[src/pwrc_pkg.sv]
// package: register map, field positions and reset values of the power control registers
package pwrc_pkg;
  // ****************************************************************
  // register map
  // ****************************************************************
  // printed offsets are not all multiples of four: they are indices, byte address = 4 * index
  localparam logic [15:0] PWRC_IDX_LCD_REG   = 16'h50A3;
  localparam logic [15:0] PWRC_IDX_BOOST     = 16'h50A4;
  localparam logic [15:0] PWRC_IDX_CORE_REG  = 16'h5120;
  localparam int          PWRC_ADDR_W        = 18;
  localparam int          PWRC_REG_W         = 8;

  // ****************************************************************
  // field positions
  // ****************************************************************
  localparam int PWRC_CORE_HLP_BIT   = 4;
  localparam int PWRC_FLASH_MODE_BIT = 0;
  localparam int PWRC_LCD_HLP_BIT    = 4;
  localparam int PWRC_SRC_SEL_BIT    = 1;
  localparam int PWRC_BOOST_ON_BIT   = 0;

  // ****************************************************************
  // reset values
  // ****************************************************************
  localparam logic PWRC_RST_CORE_HLP   = 1'b0;
  localparam logic PWRC_RST_FLASH_MODE = 1'b0;
  localparam logic PWRC_RST_LCD_HLP    = 1'b0;
  localparam logic PWRC_RST_SRC_SEL    = 1'b0;
  localparam logic PWRC_RST_BOOST_ON   = 1'b0;

  // ****************************************************************
  // analog control bundle
  // ****************************************************************
  typedef struct packed {
    logic core_heavy_load_protect;
    logic flash_voltage_mode;
    logic lcd_heavy_load_protect;
    logic lcd_source_select;
    logic booster_on;
  } pwrc_ctrl_t;
endpackage

[src/pwrc_regs.sv]
// power control register bank with classic Wishbone slave
// Behaviour
// - core reg bit4 heavy-load protect, reset 0
// - core reg bit0 flash voltage mode, reset 0
// - lcd reg bit4 heavy-load protect, reset 0
// - booster reg bit1 lcd source select, reset 0
// - booster reg bit0 booster on, reset 0
// - reserved bits read zero, written zero
// - each register is eight bits wide
//
// ****************************************************************
// overview
// ****************************************************************
// three eight-bit control registers sit behind a classic Wishbone slave.
// each register occupies the low byte lane of one aligned word; the word
// index equals the register offset, so the byte address is four times
// the offset and address bits 1 and 0 are ignored.
//
// bus timing: a request is taken on the rising edge that sees cyc and
// stb high while ack is low; ack rises on that same edge and stands for
// one cycle, so the master sees it one edge later and drops the strobe.
// a write lands on the taking edge, which is also the edge on which the
// analog control line moves. read data is registered and stands with
// ack only; at every other time the data bus is zero.
//
// writes with byte lane 0 disabled are acknowledged and dropped.
// unmapped words are acknowledged, read as zero and ignore writes.
// reserved bit positions are not stored, so they always read as zero.
//
// the hardware does not police the order in which software turns the
// booster on and selects the boosted source, nor any settle time: the
// regulators are analog, and a long cycle counter here would cost area
// for a duty that firmware already keeps.
//
module pwrc_regs
  import pwrc_pkg::*;
(
  input  wire logic                   CLK_I,
  input  wire logic                   SYS_RST_I,
  input  wire logic                   CYC_I,
  input  wire logic                   STB_I,
  input  wire logic                   WE_I,
  input  wire logic [PWRC_ADDR_W-1:0] ADR_I,
  input  wire logic [31:0]            DAT_I,
  input  wire logic [3:0]             SEL_I,
  output logic      [31:0]            DAT_O,
  output logic                        ACK_O,
  output logic                        CORE_HEAVY_LOAD_PROTECT_O,
  output logic                        FLASH_VOLTAGE_MODE_O,
  output logic                        LCD_HEAVY_LOAD_PROTECT_O,
  output logic                        LCD_SOURCE_SELECT_O,
  output logic                        BOOSTER_ON_O
);

  // ****************************************************************
  // decode
  // ****************************************************************
  // register index of a word address; registers live in byte lane 0
  function automatic logic [15:0] pwrc_index(input logic [PWRC_ADDR_W-1:0] a);
    pwrc_index = a[PWRC_ADDR_W-1:2];
  endfunction

  pwrc_ctrl_t  ctrl_r;
  logic        req;
  logic        wr_en;
  logic        lane0;
  logic        hit_core;
  logic        hit_lcd;
  logic        hit_boost;
  logic [7:0]  rd_byte;

  // a request is served once: ack pulses one cycle, then drops
  assign req       = CYC_I && STB_I && !ACK_O;
  assign lane0     = SEL_I[0];
  assign wr_en     = req && WE_I && lane0;
  assign hit_core  = (pwrc_index(ADR_I) == PWRC_IDX_CORE_REG);
  assign hit_lcd   = (pwrc_index(ADR_I) == PWRC_IDX_LCD_REG);
  assign hit_boost = (pwrc_index(ADR_I) == PWRC_IDX_BOOST);

  // ****************************************************************
  // control registers
  // ****************************************************************
  // core regulator control: writes to reserved bits are dropped
  always_ff @(posedge CLK_I) begin
    if (SYS_RST_I) begin
      ctrl_r.core_heavy_load_protect <= PWRC_RST_CORE_HLP;
      ctrl_r.flash_voltage_mode      <= PWRC_RST_FLASH_MODE;
    end else if (wr_en && hit_core) begin
      ctrl_r.core_heavy_load_protect <= DAT_I[PWRC_CORE_HLP_BIT];
      ctrl_r.flash_voltage_mode      <= DAT_I[PWRC_FLASH_MODE_BIT];
    end
  end

  // lcd regulator control
  always_ff @(posedge CLK_I) begin
    if (SYS_RST_I) begin
      ctrl_r.lcd_heavy_load_protect <= PWRC_RST_LCD_HLP;
    end else if (wr_en && hit_lcd) begin
      ctrl_r.lcd_heavy_load_protect <= DAT_I[PWRC_LCD_HLP_BIT];
    end
  end

  // booster control; write order and settle time are left to software
  always_ff @(posedge CLK_I) begin
    if (SYS_RST_I) begin
      ctrl_r.lcd_source_select <= PWRC_RST_SRC_SEL;
      ctrl_r.booster_on        <= PWRC_RST_BOOST_ON;
    end else if (wr_en && hit_boost) begin
      ctrl_r.lcd_source_select <= DAT_I[PWRC_SRC_SEL_BIT];
      ctrl_r.booster_on        <= DAT_I[PWRC_BOOST_ON_BIT];
    end
  end

  // analog outputs straight from the register bits
  assign CORE_HEAVY_LOAD_PROTECT_O = ctrl_r.core_heavy_load_protect;
  assign FLASH_VOLTAGE_MODE_O      = ctrl_r.flash_voltage_mode;
  assign LCD_HEAVY_LOAD_PROTECT_O  = ctrl_r.lcd_heavy_load_protect;
  assign LCD_SOURCE_SELECT_O       = ctrl_r.lcd_source_select;
  assign BOOSTER_ON_O              = ctrl_r.booster_on;

  // ****************************************************************
  // read path
  // ****************************************************************
  // eight-bit images with reserved positions forced to zero
  always_comb begin
    rd_byte = 8'h00;
    if (hit_core) begin
      rd_byte[PWRC_CORE_HLP_BIT]   = ctrl_r.core_heavy_load_protect;
      rd_byte[PWRC_FLASH_MODE_BIT] = ctrl_r.flash_voltage_mode;
    end else if (hit_lcd) begin
      rd_byte[PWRC_LCD_HLP_BIT] = ctrl_r.lcd_heavy_load_protect;
    end else if (hit_boost) begin
      rd_byte[PWRC_SRC_SEL_BIT]  = ctrl_r.lcd_source_select;
      rd_byte[PWRC_BOOST_ON_BIT] = ctrl_r.booster_on;
    end
  end

  // ack one cycle after request; unmapped reads return zero, writes ignored
  always_ff @(posedge CLK_I) begin
    if (SYS_RST_I) begin
      ACK_O <= 1'b0;
      DAT_O <= 32'h00000000;
    end else begin
      ACK_O <= req;
      DAT_O <= (req && !WE_I) ? {24'h000000, rd_byte} : 32'h00000000;
    end
  end
endmodule

[config.mk]
export PLATFORM = sky130hd
export DESIGN_NAME = pwrc_regs
export DESIGN_NICKNAME = d
export VERILOG_FILES = /design/src/pwrc_pkg.sv /design/src/pwrc_regs.sv
export SDC_FILE = /design/constraint.sdc
export NUM_CORES = 1
export LEC_CHECK = 0
export BUFFER_PORTS_ARGS = -buffer_cell sky130_fd_sc_hd__buf_2
export CORE_MARGIN = 5
export CORE_UTILIZATION = 25
export CTS_CLUSTER_DIAMETER = 30
export DETAILED_ROUTE_END_ITERATION = 16
export GPL_ROUTABILITY_DRIVEN = 0
export GPL_TIMING_DRIVEN = 0
export PLACE_DENSITY = 0.76
export SLEW_MARGIN = 0
export SYNTH_ARGS = -nofsm -noshare
export SYNTH_HDL_FRONTEND = slang
export SYNTH_SLANG_ARGS = --single-unit
[constraint.sdc]
create_clock -name CLK_I -period 1.3 [get_ports CLK_I]
set_input_delay 0.195 -clock CLK_I [delete_from_list [all_inputs] [get_ports CLK_I]]
set_output_delay 0.195 -clock CLK_I [all_outputs]
set_load 0.05 [all_outputs]
Word-level counts from Yosys, hierarchy flattened
Index checks and enable logic that the tools add are counted.
{"block": "word_totals", "ff_bits": 38, "inputBits": 59, "out_inout_bits": 38, "wordCells": 31}
{"block": "classes", "n_eq_ne": 3, "n_mux": 5, "n_bitwise": 2, "reduce_logical": 12}
{"cell": "$eq 16x15->1 const B", "n": 3}
{"cell": "$logic_and 1x1->1", "n": 8}
{"cell": "$mux 1", "n": 5}
{"cell": "$reduce_or 5->1", "n": 1}
{"cell": "$logic_not 1->1", "n": 2}
{"cell": "$not 1->1", "n": 2}
{"cell": "$reduce_or 2->1", "n": 1}

Longest topological paths before layout
Gate-level depths: netlist of the first run.
{"block": "logic_depth", "depth_word": 5, "ltp_mapped": 5}

Worst setup path before layout of the first run
No wires, ideal clock.
{"block": "synth_path", "path_kind": "register -> register", "start": "reg ACK_O", "end": "reg ctrl_r, in the netlist LCD_HEAVY_LOAD_PROTECT_O", "setup_ns": 0.070, "t_arrival_ns": 1.405, "slack_ns": -0.175, "stages_incl_launch_ff": 6, "synth_period_minus_slack_ns": 1.475, "path_cell_list": "dfxtp_1 and3b_1 and2_0 clkbuf_1 a21bo_1 a21oi_1"}
{"block": "synth_via", "elab_chain_cells": 5}
{"element": "start, declared", "line": "pwrc_regs.sv:47", "source": "output logic ACK_O,"}
{"element": "start signal, assigned", "line": "pwrc_regs.sv:144", "source": "ACK_O <= req;"}
{"element": "$logic_not 1->1", "line": "pwrc_regs.sv:73", "source": "assign req = CYC_I && STB_I && !ACK_O;"}
{"element": "$logic_and 1x1->1", "line": "pwrc_regs.sv:73"}
{"element": "$logic_and 1x1->1 (2 in series)", "line": "pwrc_regs.sv:75", "source": "assign wr_en = req && WE_I && lane0;"}
{"element": "$logic_and 1x1->1", "line": "pwrc_regs.sv:98", "source": "end else if (wr_en && hit_lcd) begin"}
{"element": "end, declared", "line": "pwrc_regs.sv:63", "source": "pwrc_ctrl_t ctrl_r;"}
No other way between the ends.
A chain may end at the register's enable or synchronous reset.

Worst setup path after layout of the first run
{"block": "layout_path", "start": "reg ACK_O", "end": "reg DAT_O[1]"}
{"block": "layout_via", "elab_chain_cells": 5}
{"element": "$logic_not 1->1", "line": "pwrc_regs.sv:73"}
{"element": "$logic_and 1x1->1", "line": "pwrc_regs.sv:73"}
{"element": "$logic_and 1x1->1", "line": "pwrc_regs.sv:145", "source": "DAT_O <= (req && !WE_I) ? {24'h000000, rd_byte} : 32'h00000000;"}
{"element": "$not 1->1 (no line)"}
{"element": "$reduce_or 5->1 (no line)"}
{"element": "end signal, assigned", "line": "pwrc_regs.sv:145"}
{"element": "end, declared", "line": "pwrc_regs.sv:46", "source": "output logic [31:0] DAT_O,"}
No other way between the ends.

==> results of run 1 <==
==> per-layer routing <==
metal / wire [um] / track usage / vias to the layer above
li1: - / - / 401
met2: 986 / 0.165 / 38
met4: 0 / 0 / 0
met1: 739 / 0.105 / 324
met5: 0 / 0 / -
met3: 227 / 0.0578 / 0
==> registers in the layout, indices dropped and copies added, names as in the netlist <==
register,cells
BOOSTER_ON_O,1
LCD_HEAVY_LOAD_PROTECT_O,1
CORE_HEAVY_LOAD_PROTECT_O,1
DAT_O,3
ACK_O,1
FLASH_VOLTAGE_MODE_O,1
LCD_SOURCE_SELECT_O,1
==> power breakdown <==
| group | internal (mW) | switching [mW] | leakage, nW | total (mW) |
|---|---|---|---|---|
| sequential | 0.276 | 0.000764 | 0.0733 | 0.277 |
| combinational | 0.102 | 0.237 | 0.504 | 0.339 |
| clock | 0.118 | 0.0903 | 0.0150 | 0.208 |
| total | 0.496 | 0.328 | 0.592 | 0.824 |
==> synth_stat cells (2+ instances only) <==
cell type / count
nand3_1: 3
buf_4: 29
dfxtp_1: 9
and2_1: 2
inv_1: 2
and4bb_2: 2
nor3b_1: 2
o21ai_0: 4
nand4_1: 8
and3_1: 3
nor2_1: 3
a21oi_1: 6
and2_4: 2
==> layout make-up <==
cell class | count | share of cell area
multi-input cells | 77 | 0.412
inverters | 2 | 0.00654
plain buffers | 31 | 0.206
well taps | 44 | 0.0480
clock buffers | 4 | 0.0229
repair buffers | 33 | 0.144
flip-flops and latches | 9 | 0.160
==> logic make-up (layout without fill, tap and decap cells) <==
family,after synthesis,in the layout,share of synthesized area
AO/OA/AOI/OAI,13,13,0.124
other,1,29,0.00481
buffers and inverters,33,70,0.308
AND/OR/NAND/NOR,35,35,0.332
flip-flops,9,9,0.231
==> worst max-delay path by stage <==
stage | cells past startpoint | to | slack, ps
floorplan | 5 | DAT_O[1] | 40
global placement | 6 | DAT_O[1] | -190
detailed placement | 6 | DAT_O[1] | -190
CTS | 6 | DAT_O[1] | 70
global route | 5 | LCD_SOURCE_SELECT_O | 20
finish | 3 | DAT_O[1] | 100
==> per-stage QoR <==
| step | instance area [um2] | utilization | setup TNS [ps] |
|---|---|---|---|
| floorplan | 888 | - | 0 |
| global placement | 1110 | 0.366 | -262 |
| detailed placement | 1110 | 0.366 | -275 |
| CTS | 1140 | 0.375 | 0 |
| global route | 1150 | 0.379 | 0 |
| finish | 1150 | 0.379 | 0 |
==> what timing repair did <==
| action | in CTS | in global routing |
|---|---|---|
| resized for setup | 1 | 3 |
| endpoints found under the setup margin | 1 | 2 |
| hold buffers | 0 | 0 |
==> impl_metrics.tcl, run 1 <==
set metrics [dict create \
    cts.repair_timing.setup_buffer_count 0 \
    final_max_slew_viol_count 0 \
    yosys.area.top_type "buf_4" \
    worst_path_max_delay_cell "or3_1" \
    worstPathArrival_ps 1360 \
    largest_net_degree_at_the_start_of_global_routing 8 \
    critical_path_buf_inv_count 0 \
    most_used_flip_flop_cell_after_synthesis "dfxtp_1" \
    cts_buffers 3 \
    layout_common_cells "buf_2, buf_4, conb_1" \
    r2r.worst_path.cells 3 \
    final_min_period_over_clock_period 0.927 \
    end_kind "flip-flop" \
    rsz0062_at_grt "no" \
    clk_pin_slew_ps 60 \
    async_flop_share 0 \
    r2r_setup_slack_ps 100 \
    drv.max_cap_violation_count 0 \
    cts_buffer_depth 2 \
    final_nets 216 \
    avgSynthCellArea_um2 8.57 \
    critical_path.max_fanout 3 \
    routed_via_density 3.82 \
    critical_path.cell_chain "nand3b_1 > or3_1 > a2111oi_4" \
    startpoint_of_the_most_critical_register_to_register_path "ACK_O" \
    core_area_um2 3030 \
    clock_tree.root_cell "clkbuf_4" \
    postSynthCellCount 91 \
    layout_commonest_cell "buf_2" \
    wire_length_of_the_first_global_routing_pass_mm 3.23 \
    cts_tree "yes" \
    syn-cell-area_um2 779 \
    yosys-top-cells-area "buf_4, dfxtp_1, nand4_1" \
    final_hold_viol_count 0 \
    reg2reg_to "DAT_O[1]" \
    pwr_density_cell_nw_per_um2 718 \
    die-width_um 65.8 \
    ant_nets 0 \
    drtPass1Iterations 4 \
    timing.critical_path.max_delay_family "simple AND/OR/NAND/NOR gates" \
    worst_hold_startpoint "SYS_RST_I" \
    antenna_cells 0 \
    cp_data_required_time_ps 1450 \
    timing.critical_path.from_type "flip-flop" \
    synth-seq-area-share 0.231 \
    hold_path_end "ACK_O" \
    timing_worst_setup_path_type "reg2reg" \
    detailroute.via_count 763 \
    start_util 0.257 \
    critical-path-max-stage-delay_ps 400 \
    number_of_enable_flip_flop_cells_after_synthesis 0 \
    htree_levels 1 \
    first_global_vias 754 \
    netlist.area_leader.share 0.279 \
    clock_skew_ps 4.54 \
    power_uw 824 \
    synth_cell_type_count 29 \
    area.growth.synth_to_final_pct 47.2 \
    hold_depth 2 \
    placementRows 20 \
    remaining_design_rule_violation_count 0 \
    antenna_violations_before_repair 0 \
    port_buffers 33 \
    wl_per_cell_um 9.77 \
    postRouteWirelength_mm 1.95 \
    vdd_drop_max_uv 417 \
    grtUsageTotal 0.0950 \
    cellLeakagePower_nw 0.592 \
    tritoncts_sinks 9 \
    final.fill_count 337 \
    hpwlAfterDp_mm 1.80 \
    seqCellArea_um2 184 \
    area_of_the_multi_input_gates_um2 473 \
    grt-ovfl-total 0 \
    placed_cells_incl_taps 196 \
    worstSetupStartpoint "ACK_O" \
    dieArea_um2 4330 \
    worstHoldPathType "in2reg" \
    run_status "complete, no violations" \
    worst_skew_pair.late_latency_ps 250 \
    die-height_um 65.8 \
    ioPinCount 97 \
    detailedPlace.worstSlack_ps -193 \
    synth.yosys.warnings 0 \
    finalHoldWorstSlack_ps 170 \
    worst_setup_slack_final_ps 95.1 \
    setup_violations 0 \
    dr.first_iter.drc_count 16 \
    postSynthRegisterBits 9 \
    finish.cell_count_without_fillers 200 \
    final_layout_size_suffix_gt1_frac 0.487 \
    final_period_minus_worst_setup_slack_ps 1200 \
    timing.fmax_mhz 830 \
]
(Power assumes the default switching activity.)
==> run 2: changes to the inputs <==
- CELL_PAD_IN_SITES_DETAIL_PLACEMENT: unset -> 0
- CELL_PAD_IN_SITES_GLOBAL_PLACEMENT: unset -> 1
- CORE_UTILIZATION: 25 -> 18
- PLACE_DENSITY: 0.76 -> 0.85
==> impl_metrics.tcl, run 2 (synthesized netlist as in run 1, its figures left out) <==
set metrics [dict create \
    finish.cell_count_without_fillers 208 \
    placed_cells_incl_taps 204 \
    timing_worst_setup_path_type "in2reg" \
    post_cts_hold_buffer_count 0 \
    port_buffers 33 \
    setup_violations 0 \
    cp_data_required_time_ps 1430 \
    drv.max_cap_violation_count 0 \
    clk_pin_slew_ps 40 \
    worst_skew_pair.late_latency_ps 230 \
    worstPathArrival_ps 1350 \
    ant_nets 0 \
    final_max_slew_viol_count 0 \
    rsz0062_at_grt "no" \
    grt_util_met2 0.119 \
    cts_tree "yes" \
    layout_common_cells "buf_2, buf_4, conb_1" \
    dieArea_um2 5750 \
    die-width_um 75.8 \
    finalCoreUtilization 0.276 \
    largest_net_degree_at_the_start_of_global_routing 8 \
    layout_commonest_cell "buf_2" \
    clock_tree.root_cell "clkbuf_8" \
    registers.top_by_ff_count "DAT_O" \
    cts_buffers 3 \
    area.growth.synth_to_final_pct 51.2 \
    vdd_drop_max_uv 303 \
    final_min_period_over_clock_period 0.934 \
    core_area_um2 4260 \
    start_util 0.183 \
    timing.fmax_mhz 823 \
    antenna_violations_before_repair 0 \
    hold_depth 2 \
    timing.critical_path.from_type "primary input" \
    wl_per_cell_um 10.2 \
    largest_reg_flops 3 \
    tritoncts_sinks 9 \
    die-height_um 75.8 \
    worst_setup_slack_final_ps 85.5 \
    cellLeakagePower_nw 0.598 \
    final_layout_size_suffix_gt1_frac 0.500 \
    cts_buffer_depth 2 \
    drtPass1Iterations 4 \
    run_status "complete, no violations" \
    grt-ovfl-total 0 \
    pwr_density_cell_nw_per_um2 795 \
    globalRouteMet1Util 0.0928 \
    postRouteWirelength_mm 2.13 \
    dr.first_iter.drc_count 62 \
    first_global_vias 753 \
    grtUsageTotal 0.0737 \
    detailedPlace.worstSlack_ps -208 \
    htree_levels 1 \
    end_kind "flip-flop" \
    remaining_design_rule_violation_count 0 \
    final_period_minus_worst_setup_slack_ps 1210 \
    routed_via_density 3.69 \
    antenna_cells 0 \
    detailroute.via_count 767 \
    critical_path.max_fanout 6 \
    placementRows 24 \
    worstHoldPathType "in2reg" \
    grt_busiest_layer "met2" \
    r2r.worst_path.cells 5 \
    final_hold_viol_count 0 \
    final_nets 216 \
    tns_ps 0 \
    grt.met3_usage 0.0317 \
    ioPinCount 97 \
    clock_skew_ps 0.262 \
    wire_length_of_the_first_global_routing_pass_mm 3.22 \
]
==> run 2: worst paths after layout <==
kind	slack [ps]	endpoint	from
setup / recovery	90	DAT_O[1]	ADR_I[2]
hold / removal	220	LCD_HEAVY_LOAD_PROTECT_O	SYS_RST_I
setup reg to reg	90	LCD_HEAVY_LOAD_PROTECT_O	ACK_O
hold reg to reg	490	CORE_HEAVY_LOAD_PROTECT_O	CORE_HEAVY_LOAD_PROTECT_O
==> run 2: cell type report <==
type,count,area (um2)
plain buffers,31,234
clock buffers,4,45.0
fillers,475,3090
inverters,2,7.51
multi-input cells,77,478
flip-flops and latches,9,184
well taps,52,65.1
repair buffers,33,165
==> run 2: through the flow <==
step                hold WS, ps  area [um2]  total power [mW]
CTS                         209        1160             0.940
global placement            446        1120             0.616
detailed placement          457        1120             0.618
global route                226        1180             0.992
finish                      220        1180             0.937
floorplan                   258         888             0.563
==> run 2: per-layer routing <==
layer,wire length (um),vias to the layer above
li1,-,397
met1,865,331
met2,1030,39
met3,230,0
met4,0,0
met5,0,-
==> run 2: where the power goes <==
group | leakage [nW] | switching (mW) | internal, mW
sequential | 0.0733 | 0.000718 | 0.277
clock | 0.0228 | 0.103 | 0.213
combinational | 0.502 | 0.241 | 0.102
total | 0.598 | 0.345 | 0.592
==> run 2: worst max-delay path: stages <==
cell and delay, ps:
buf_2 120, nor4_4 350, and2_1 190, buf_6 120, nand3_4 60, a2111oi_4 300
==> run 2: timing repair <==
item / in CTS / in global routing
setup endpoints to repair: 0 / 6
buffers inserted: 0 / 0
resized for setup: 0 / 4
==> run 3: changes to the inputs <==
- ABC_AREA: unset -> 1
- PLACE_DENSITY: 0.85 -> 0.84
==> impl_metrics.tcl, run 3 <==
set metrics [dict create \
    number_of_enable_flip_flop_cells_after_synthesis 0 \
    worst_path_max_delay_cell "dfxtp_1" \
    clock_skew_ps 4.98 \
    postSynthRegisterBits 9 \
    detailedPlace.worstSlack_ps 212 \
    critical-path-max-stage-delay_ps 350 \
    largest_net_degree_at_the_start_of_global_routing 7 \
    hold_depth 2 \
    final_layout_size_suffix_gt1_frac 0.431 \
    wire_length_of_the_first_global_routing_pass_mm 3.07 \
    vdd_drop_max_uv 257 \
    finish.cell_count_without_fillers 249 \
    yosys-top-cells-count "buf_4, nand2_1, inv_1" \
    post_cts_hold_buffer_count 0 \
    yosys.area.top_type "buf_4" \
    synth.yosys.warnings 0 \
    dieArea_um2 6270 \
    placed_cells_incl_taps 245 \
    start_util 0.183 \
    cts_buffer_depth 2 \
    rsz0062_at_grt "no" \
    r2r_setup_slack_ps 300 \
    end_kind "output port" \
    drv.max_cap_violation_count 0 \
    ioPinCount 97 \
    hold_path_end "ACK_O" \
    cp_data_required_time_ps 1110 \
    critical_path_buf_inv_count 1 \
    tns_ps 0 \
    layout_common_cells "buf_2, buf_4, conb_1" \
    reg2reg_to "LCD_SOURCE_SELECT_O" \
    cts.repair_timing.setup_buffer_count 0 \
    timing.critical_path.from_type "flip-flop" \
    first_global_vias 764 \
    drtPass1Iterations 2 \
    placementRows 25 \
    final_nets 255 \
    final_period_minus_worst_setup_slack_ps 1060 \
    cts.repair.resized 0 \
    worst_skew_pair.late_latency_ps 230 \
    die-width_um 79.2 \
    final_max_slew_viol_count 0 \
    synth-seq-area-share 0.209 \
    cts_buffers 3 \
    worst_hold_startpoint "SYS_RST_I" \
    dr.first_iter.drc_count 39 \
    avgSynthCellArea_um2 6.62 \
    async_flop_share 0 \
    postRouteWirelength_mm 1.89 \
    pwr_density_cell_nw_per_um2 768 \
    critical_path.max_fanout 3 \
    r2r.worst_path.cells 5 \
    remaining_design_rule_violation_count 0 \
    antenna_violations_before_repair 0 \
    detailroute.via_count 812 \
    synthMostInstantiatedCell "buf_4" \
    grt.met3_usage 0.0204 \
    timing.critical_path.max_delay_family "flip-flops" \
    worstHoldPathType "in2reg" \
    largest_reg_flops 3 \
    postSynthCellCount 130 \
    setup_violations 0 \
    port_buffers 33 \
    run_status "complete, no violations" \
    clk_pin_slew_ps 50 \
    clock_tree.root_cell "clkbuf_8" \
    grtUsageTotal 0.0622 \
    yosys-top-cells-area "buf_4, dfxtp_1, nand2_1" \
    synth_cell_type_count 17 \
    globalRouteMet1Util 0.0626 \
    worstPathArrival_ps 870 \
    core_area_um2 4690 \
    final_min_period_over_clock_period 0.816 \
    layout_commonest_cell "buf_2" \
    critical_path.cell_chain "buf_2" \
    hpwlAfterDp_mm 1.81 \
    registers.top_by_ff_count "DAT_O" \
    cellLeakagePower_nw 0.704 \
    timing.fmax_mhz 943 \
    area.growth.synth_to_final_pct 44.6 \
    htree_levels 1 \
    finalCoreUtilization 0.265 \
    grt-ovfl-total 0 \
    most_used_flip_flop_cell_after_synthesis "dfxtp_1" \
    tritoncts_sinks 9 \
    syn-cell-area_um2 861 \
    wl_per_cell_um 7.61 \
    grt_util_met2 0.116 \
    routed_via_density 3.26 \
    final_hold_viol_count 0 \
    netlist.area_leader.share 0.253 \
    startpoint_of_the_most_critical_register_to_register_path "ACK_O" \
    grt_busiest_layer "met2" \
    ant_nets 0 \
    timing_worst_setup_path_type "reg2out" \
    antenna_cells 0 \
    worst_setup_slack_final_ps 239 \
    cts_tree "yes" \
    worstSetupStartpoint "LCD_SOURCE_SELECT_O" \
    die-height_um 79.2 \
]
-- run 3: through the flow --
step / power, mW / cell area [um2] / hold slack, ps
finish: 0.956 / 1240 / 145
global route: 0.999 / 1240 / 157
global placement: 0.639 / 1200 / 392
CTS: 0.959 / 1240 / 145
detailed placement: 0.640 / 1200 / 390
floorplan: 0.584 / 966 / 279
-- run 3: cells by family after synthesis --
logic type | synth area share
AOI/OAI and AO/OA | 0.0145
buffers and inverters | 0.336
DFF | 0.209
other | 0.00436
and+or+nand+nor | 0.436
-- run 3: area by class of cell --
| type | instances | area (um2) |
|---|---|---|
| timing repair buffer | 33 | 165 |
| clock inverter | 1 | 5.00 |
| buffer | 29 | 218 |
| tap | 54 | 67.6 |
| sequential | 9 | 180 |
| inverter | 19 | 71.3 |
| multi-input combinational | 101 | 497 |
| clock buffer | 3 | 41.3 |
| fill | 523 | 3450 |
-- run 3: worst max path at each step --
stage,slack [ps],to,cells past startpoint
final,240,LCD_SOURCE_SELECT_O,1
after global routing,160,DAT_O[4],5
after CTS,220,BOOSTER_ON_O,1
after detailed placement,210,DAT_O[4],7
after global placement,210,DAT_O[4],7
after floorplan,60,DAT_O[4],5
-- run 3: power by group --
group          leakage [nW]  internal [mW]  switching, mW
clock network        0.0255          0.209          0.110
logic                 0.605          0.106          0.253
registers            0.0726          0.278       0.000591
-- run 3: layer usage --
layer  part of all wire  vias to the layer above  routed length [um]
li1                   -                      461                   -
met1               0.38                      318                 729
met2               0.53                       31                1000
met3              0.076                        2                 143
met4              0.011                        0                  21
met5                  0                        -                   0
